[src/rtl/trig_holdoff_pkg.sv]
// Constants for the external trigger holdoff and trigger output block
package trig_holdoff_pkg;
  localparam int unsigned CLK_MHZ = 100;
  localparam int unsigned CLK_PERIOD_NS = 1000 / CLK_MHZ;

  // Register byte offsets
  localparam logic [7:0] CTRL_OFS = 8'h00;
  localparam logic [7:0] HOLDOFF_OFS = 8'h04;
  localparam logic [7:0] LEVEL_OFS = 8'h08;
  localparam logic [7:0] STATUS_OFS = 8'h0c;
  localparam logic [7:0] COUNT_OFS = 8'h10;

  // Control fields
  localparam int CTRL_EXT_BIT = 0;
  localparam int CTRL_NEG_BIT = 1;
  localparam int CTRL_FINE_BIT = 2;
  localparam int CTRL_STEP_LSB = 8;
  localparam int CTRL_STEP_W = 5;

  // Holdoff coarse steps: 1us .. 1s, 1-2-5 per decade, 19 entries
  localparam int unsigned HOLDOFF_STEPS = 19;
  localparam logic [4:0] HOLDOFF_STEP_MAX = 5'h12;
  localparam int unsigned HOLDOFF_MIN_US = 1;
  // Fine holdoff granularity
  localparam int unsigned FINE_STEP_NS = 200;
  localparam int unsigned FINE_STEP_CYC = FINE_STEP_NS / CLK_PERIOD_NS;
  localparam int FINE_W = 23;

  // Level setpoint in mV, signed, -1000 .. 1000
  localparam int LEVEL_W = 12;
  localparam logic signed [11:0] LEVEL_MAX = 12'sh3e8;
  localparam logic signed [11:0] LEVEL_MIN = -12'sh3e8;
  localparam logic signed [11:0] LEVEL_RST = 12'sh064;
  localparam logic [11:0] LEVEL_COARSE_MV = 12'h00a;
  localparam int LEVEL_ROUND_BIT = 16;

  // Output timing
  localparam int unsigned TRIG_OUT_NS = 500;
  localparam int unsigned TRIG_OUT_CYC = TRIG_OUT_NS / CLK_PERIOD_NS;
  localparam int unsigned IN_DELAY_NS = 4;
  localparam int unsigned STEP_LEAD_NS = 40;
  localparam int unsigned STEP_LEAD_CYC = STEP_LEAD_NS / CLK_PERIOD_NS;
  localparam int unsigned TDH_LEAD_NS = 42;
  localparam int unsigned TDH_LEAD_CYC = TDH_LEAD_NS / CLK_PERIOD_NS;

  localparam int CNT_W = 27;
  localparam logic [31:0] CTRL_RST = 32'h0000_0000;
endpackage : trig_holdoff_pkg

[src/rtl/holdoff_timer.sv]
// Holdoff down-counter: blocks triggers for a loaded number of cycles
module holdoff_timer
  import trig_holdoff_pkg::*;
(
  input wire logic clk_i, // Clock
  input wire logic rst_i, // Sync reset
  input wire logic start_i, // Load and start
  input wire logic [CNT_W-1:0] load_i, // Cycles to block
  output logic busy_o // Holdoff active
);
  logic [CNT_W-1:0] cnt_reg;

  always_ff @(posedge clk_i)
  begin
    if (rst_i)
      cnt_reg <= '0;
    else if (start_i)
      cnt_reg <= load_i;
    else if (cnt_reg != '0)
      cnt_reg <= cnt_reg - CNT_W'(1);
  end

  assign busy_o = (cnt_reg != '0);
endmodule : holdoff_timer

[src/rtl/ext_trigger_holdoff_pulse_out.sv]
// External trigger qualifier, holdoff, and trigger/pulse output timing
//
// Our own choices: the Wishbone register port and the address map.
module ext_trigger_holdoff_pulse_out
  import trig_holdoff_pkg::*;
(
  input wire logic clk_i, // 100 MHz clock
  input wire logic rst_i, // Sync reset, active high
  input wire logic trig_in_i, // Comparator output, async
  input wire logic int_period_i, // Internal period tick
  input wire logic [31:0] adr_i, // Wishbone address
  input wire logic [31:0] dat_i, // Wishbone write data
  output logic [31:0] dat_o, // Wishbone read data
  input wire logic [3:0] sel_i, // Wishbone byte selects
  input wire logic we_i, // Wishbone write enable
  input wire logic cyc_i, // Wishbone cycle
  input wire logic stb_i, // Wishbone strobe
  output logic ack_o, // Wishbone ack
  output logic [LEVEL_W-1:0] level_setpoint_o, // Threshold in mV
  output logic trig_out_o, // Trigger output pulse
  output logic step_recovery_outputs_o, // Step recovery fire
  output logic tunnel_diode_head_output_o // Tunnel diode head fire
);
  logic [31:0] ctrl_reg;
  logic [FINE_W-1:0] fine_reg;
  logic signed [LEVEL_W-1:0] level_reg;
  logic [31:0] count_reg;
  logic sync1_reg, sync2_reg, prev_reg;
  logic [8:0] pulse_cnt_reg;
  logic [TDH_LEAD_CYC:0] lead_reg;
  logic ack_reg;
  logic holdoff_busy;
  logic edge_seen, accept;
  logic [CNT_W-1:0] holdoff_cyc;
  logic [4:0] step_idx;

  // Coarse holdoff table in microseconds
  function automatic logic [CNT_W-1:0] coarse_us(input logic [4:0] idx);
    logic [CNT_W-1:0] base;
    logic [CNT_W-1:0] dec;
    base = '0;
    dec = CNT_W'(HOLDOFF_MIN_US);
    for (int d = 0; d < 7; d++)
    begin
      if (idx / 5'h03 == 5'(d))
      begin
        case (idx % 5'h03)
          5'h00: base = dec;
          5'h01: base = CNT_W'(dec * 2);
          default: base = CNT_W'(dec * 5);
        endcase
      end
      dec = CNT_W'(dec * 10);
    end
    return base;
  endfunction : coarse_us

  assign step_idx = (ctrl_reg[CTRL_STEP_LSB +: CTRL_STEP_W] > HOLDOFF_STEP_MAX) ?
    HOLDOFF_STEP_MAX : ctrl_reg[CTRL_STEP_LSB +: CTRL_STEP_W];

  // Coarse value, or fine value in 200 ns units
  always_comb
  begin
    if (ctrl_reg[CTRL_FINE_BIT])
      holdoff_cyc = CNT_W'(fine_reg * FINE_STEP_CYC);
    else
      holdoff_cyc = CNT_W'(coarse_us(step_idx) * (1000 / CLK_PERIOD_NS));
  end

  // Two-stage synchroniser, then edge history
  always_ff @(posedge clk_i)
  begin
    if (rst_i)
    begin
      sync1_reg <= 1'b0;
      sync2_reg <= 1'b0;
      prev_reg <= 1'b0;
    end
    else
    begin
      sync1_reg <= trig_in_i;
      sync2_reg <= sync1_reg;
      prev_reg <= sync2_reg;
    end
  end

  // Edge select
  assign edge_seen = ctrl_reg[CTRL_NEG_BIT] ? (prev_reg & ~sync2_reg) : (~prev_reg & sync2_reg);

  always_comb
  begin
    if (ctrl_reg[CTRL_EXT_BIT])
      accept = edge_seen & ~holdoff_busy;
    else
      accept = int_period_i;
  end

  holdoff_timer u_holdoff (
    .clk_i(clk_i),
    .rst_i(rst_i),
    .start_i(accept & ctrl_reg[CTRL_EXT_BIT]),
    .load_i(holdoff_cyc),
    .busy_o(holdoff_busy)
  );

  // Trigger output pulse; set on the accept edge, fixed width
  always_ff @(posedge clk_i)
  begin
    if (rst_i)
      pulse_cnt_reg <= '0;
    else if (accept)
      pulse_cnt_reg <= 9'(TRIG_OUT_CYC);
    else if (pulse_cnt_reg != '0)
      pulse_cnt_reg <= pulse_cnt_reg - 9'h001;
  end

  always_ff @(posedge clk_i)
  begin
    if (rst_i)
      trig_out_o <= 1'b0;
    else
      trig_out_o <= accept | (pulse_cnt_reg > 9'h001);
  end

  // Lead delay line from trigger output rise to main outputs
  always_ff @(posedge clk_i)
  begin
    if (rst_i)
      lead_reg <= '0;
    else
      lead_reg <= {lead_reg[TDH_LEAD_CYC-1:0], accept};
  end

  always_ff @(posedge clk_i)
  begin
    if (rst_i)
    begin
      step_recovery_outputs_o <= 1'b0;
      tunnel_diode_head_output_o <= 1'b0;
    end
    else
    begin
      step_recovery_outputs_o <= lead_reg[STEP_LEAD_CYC-1];
      tunnel_diode_head_output_o <= lead_reg[TDH_LEAD_CYC];
    end
  end

  // Period counter
  always_ff @(posedge clk_i)
  begin
    if (rst_i)
      count_reg <= '0;
    else if (accept)
      count_reg <= count_reg + 32'h0000_0001;
  end

  // Wishbone slave, one wait state; writes land on the ack edge
  logic wr_hit;
  assign wr_hit = cyc_i & stb_i & we_i & ack_reg;

  always_ff @(posedge clk_i)
  begin
    if (rst_i)
      ack_reg <= 1'b0;
    else
      ack_reg <= cyc_i & stb_i & ~ack_reg;
  end
  assign ack_o = ack_reg;

  always_ff @(posedge clk_i)
  begin
    if (rst_i)
      ctrl_reg <= CTRL_RST;
    else if (wr_hit && adr_i[7:0] == CTRL_OFS)
    begin
      for (int b = 0; b < 4; b++)
        if (sel_i[b])
          ctrl_reg[8*b +: 8] <= dat_i[8*b +: 8];
    end
  end

  always_ff @(posedge clk_i)
  begin
    if (rst_i)
      fine_reg <= FINE_W'(1000 / FINE_STEP_NS);
    else if (wr_hit && adr_i[7:0] == HOLDOFF_OFS && sel_i != 4'h0)
      fine_reg <= (dat_i[FINE_W-1:0] == '0) ? FINE_W'(1) : dat_i[FINE_W-1:0];
  end

  // Level: 1 mV units; bit 16 set requests truncation toward zero to a 10 mV step
  logic signed [LEVEL_W-1:0] level_wr;
  always_comb
  begin
    level_wr = dat_i[LEVEL_W-1:0];
    if (dat_i[LEVEL_ROUND_BIT])
      level_wr = LEVEL_W'(($signed(level_wr) / $signed(LEVEL_COARSE_MV)) * $signed(LEVEL_COARSE_MV));
    if (level_wr > LEVEL_MAX)
      level_wr = LEVEL_MAX;
    else if (level_wr < LEVEL_MIN)
      level_wr = LEVEL_MIN;
  end

  always_ff @(posedge clk_i)
  begin
    if (rst_i)
      level_reg <= LEVEL_RST;
    else if (wr_hit && adr_i[7:0] == LEVEL_OFS && sel_i[1:0] == 2'h3)
      level_reg <= level_wr;
  end
  assign level_setpoint_o = level_reg;

  always_ff @(posedge clk_i)
  begin
    if (rst_i)
      dat_o <= '0;
    else
    begin
      case (adr_i[7:0])
        CTRL_OFS: dat_o <= ctrl_reg;
        HOLDOFF_OFS: dat_o <= 32'(fine_reg);
        LEVEL_OFS: dat_o <= 32'($unsigned(level_reg));
        STATUS_OFS: dat_o <= {29'h0, holdoff_busy, trig_out_o, sync2_reg};
        COUNT_OFS: dat_o <= count_reg;
        default: dat_o <= '0;
      endcase
    end
  end
endmodule : ext_trigger_holdoff_pulse_out

[config.mk]
export PLATFORM = sky130hd
export DESIGN_NAME = ext_trigger_holdoff_pulse_out
export DESIGN_NICKNAME = d
export VERILOG_FILES = /design/src/rtl/trig_holdoff_pkg.sv /design/src/rtl/holdoff_timer.sv /design/src/rtl/ext_trigger_holdoff_pulse_out.sv
export SDC_FILE = /design/constraint.sdc
export NUM_CORES = 1
export LEC_CHECK = 0
export BUFFER_PORTS_ARGS = -buffer_cell sky130_fd_sc_hd__buf_2
export CORE_AREA = 2 2 217 219
export DETAILED_ROUTE_END_ITERATION = 8
export DIE_AREA = 0 0 219 221
export HOLD_SLACK_MARGIN = 0.05
export SLEW_MARGIN = 10
export SYNTH_ARGS = -nofsm -noshare
export SYNTH_HDL_FRONTEND = slang
export SYNTH_SLANG_ARGS = --single-unit
export TNS_END_PERCENT = 30
[constraint.sdc]
create_clock -name clk_i -period 17.4 [get_ports clk_i]
set_input_delay 0.87 -clock clk_i [delete_from_list [all_inputs] [get_ports clk_i]]
set_output_delay 0.87 -clock clk_i [all_outputs]
set_load 0.1 [all_outputs]
==> summary.md <==
| Metric | Value |
|---|---|
| Reg2reg end | u_holdoff.cnt_reg[25]$_SDFFE_PP0P_ |
| Min Tclk post-route | 9.234 ns |
| Die Wd | 219 µm |
| Worst vdd ir | 66.47 µV |
| Flops & latches, synth | 178 |
| Worst slew pin tran | 1.114 ns |
| Fin. Hold Viols | 0 |
| Worst hold start | lead_reg[1]$_SDFF_PP0_ |
| Outcome | completed |
| Worst skew pair latency | 0.45 ns |
| CP required | 17.74 ns |
| Critical path endpoint category | register |
| Max_cap viols | 0 |
| WL/cell | 16.28 µm |
| CTS tree | done |
| Longest Clk Path Bufs | 2 |
| Syn Area/Cell | 7.904 µm² |
| Initial core utilization | 29.62% |
| Final TNS setup | 0 ns |
| PortBufs | 98 |
| Largest family of logic cells by synthesized area | simple AND/OR/NAND/NOR gates |
| Most common cell after layout, fill and taps aside | nor2_1 |
| DR pass1 iterations | 7 |
| Vias/cell | 5.312 |
| Total gr overflow | 0 |
| Pwr dens | 85.06 nW/µm² |
| WP data arrival | 9.57 ns |
| CTS H-tree depth | 4 |
| Endpoints failing setup | 0 |
| Slew Limit Fails | 0 |
| Max FO, Critical Path | 16 |
| Total number of vias | 12610 |
| Post-CTS Repair Setup Buffers | 0 |
| ANT nets after route | 0 |
| I/O pin count | 123 |
| Worst clock skew | 0.008138 ns |
| Seq/Total Area, Yosys | 26.12% |
| Hold depth | 1 |
| Worst Setup Start Kind | input pin |
| Share of cells above drive strength 1 | 10.75% |
| First-pass GRT wire length | 63.36 mm |
| Post-Synthesis Cell Area | 13640 µm² |
| Final wirelength | 38.64 mm |
| Yosys cell types | 103 |
| R2R setup slack | 8.97 ns |
| LEAKAGE | 6.296 nW |
| Synth Area in XOR/XNOR | 8.108% |
| Hold Buf Count CTS | 0 |
| Final core area utilization | 32.72% |
| Most frequent cells in the layout | 182 x nor2_1, 180 x nand2_1, 178 x dfxtp_1 |
| Slew headroom | 25.46% |
| Syn nets | 1943 |
| All-Layer GR Usage | 16.03% |
| Initial antenna violation count | 0 |
| Adder-Cell Fraction of Synth Area | 14.09% |
| Reg2Reg Depth | 29 |
| Clock Sink Count | 178 |
| CTS Root Cell | clkbuf_16 |
| Num rows | 79 |
| Iter 0 DRT Violations | 895 |
| Worst slack, placed | 7.881 ns |
| Final cell count without fillers | 2374 |
| YS warnings | 0 |
| Placed insts | 2342 |
| Layout Area Growth over Synthesis | 10.48% |
| Top FF cell, synth | dfxtp_1 |
| Mapped Cells | 1726 |
| Number of buffers created by CTS | 17 |
| Ant. Diodes | 0 |
| GPL Wtd Cong | 0.8862 |
| Multiplexer area fraction after synthesis | 3.715% |
| Max stage delay on crit path | 0.60 ns |
| Final net count | 1971 |
| RSZ-0062 raised after global routing | no |
| Final period util | 53.07% |
| Worst min-delay path class | reg2reg |
| Core area | 46060 µm² |
| R2R Path Start | ctrl_reg[10]$_SDFFE_PP0P_ |
| Post-CTS Resized | 0 |
| Full die area | 48400 µm² |
| DPL Wire Length | 28.76 mm |
| Pin count of the biggest net entering global routing | 54 |
| WS Path Type | in2reg |
| Worst-path clk slew | 0.07 ns |
| Compound-Gate Fraction of Synth Area | 20.69% |
| DRC Markers | 0 |
| Post-synth EDFFs | 0 |
| Async SR Flop Fraction | 0% |
| Final worst-path setup slack | 8.166 ns |
| Number of global-route vias before repair | 12210 |
| CP max stage cell | a211oi_1 |
| Die Y-Extent | 221 µm |
| Synth Area in Simple Gates | 22.00% |
| Fmax | 0.1083 GHz |
| Hold Path End | lead_reg[2]$_SDFF_PP0_ |
==> how the worst max path moves through the flow <==
stage,start,depth (start not counted),endpoint
floorplan,dat_i[1],33,level_setpoint_o[6]$_SDFFE_PP1P_
global placement,dat_i[0],33,level_setpoint_o[6]$_SDFFE_PP1P_
detailed placement,dat_i[0],31,level_setpoint_o[6]$_SDFFE_PP1P_
CTS,dat_i[0],31,level_setpoint_o[6]$_SDFFE_PP1P_
global route,dat_i[0],33,level_setpoint_o[6]$_SDFFE_PP1P_
finish,dat_i[0],33,level_setpoint_o[6]$_SDFFE_PP1P_
==> through the flow <==
stage / area [µm²] / total power, mW / hold WS, ns
after floorplan: 13640 / 0.8181 / 0.4138
after global placement: 14520 / 0.9020 / 0.4165
after detailed placement: 14520 / 0.9081 / 0.4237
after CTS: 15070 / 1.285 / 0.4394
after global routing: 15070 / 1.366 / 0.4499
final: 15070 / 1.282 / 0.4364
==> power by group <==
group	internal (mW)	switching (mW)	total [mW]
Clock	0.201	0.172	0.373
Sequential	0.429	0.0186	0.447
Combinational	0.187	0.275	0.462
==> critical path, delay by kind of cell <==
kind            cells  cell delay, ns
xor+xnor            2            0.34
fa+ha+maj           4            1.24
simple gates        9            2.17
buf+inv             2            0.39
compound gates     16            4.53
==> per-layer routing <==
layer | track usage, % | wire, µm | vias up
met3 | 2.323 | 2052 | 63
met1 | 21.84 | 17840 | 5995
met5 | 0 | 0 | -
met2 | 25.89 | 17830 | 357
li1 | - | - | 6196
met4 | 5.231 | 911 | 0
==> kinds of logic after synthesis <==
group | count (synthesis)
and+or+nand+nor | 633
muxes | 50
buffers and inverters | 164
adders and majority gates | 143
AOI/OAI and AO/OA | 434
DFF | 178
xor gates and xnor gates | 122
other | 2
==> cell type report <==
type	instances	area, µm²
clock buffer	20	446.7
sequential	178	3563
tap	607	759.5
clock inverter	12	107.6
multi-input combinational	1384	9379
timing repair buffer	109	575.6
fill	4970	30990
inverter	64	240.2
==> cell usage after synthesis (all sizes together), types with 18 or more instances <==
cell,count,area share [%]
nor2b,21,0.96
a22oi,23,1.3
nand3,68,2.6
dfxtp,178,26
fa,18,2.6
o21ai,83,3.1
clkbuf,73,2.1
buf,27,1.4
inv,64,1.8
xnor2,69,4.6
nor2,184,5.1
ha,124,11
nand2,180,5.0
nor3,55,2.1
mux2i,45,3.3
o211ai,18,1.1
xor2,53,3.5
nand2b,20,0.92
a21oi,152,5.6
a211oi,26,1.5
(Power assumes the default switching activity.)
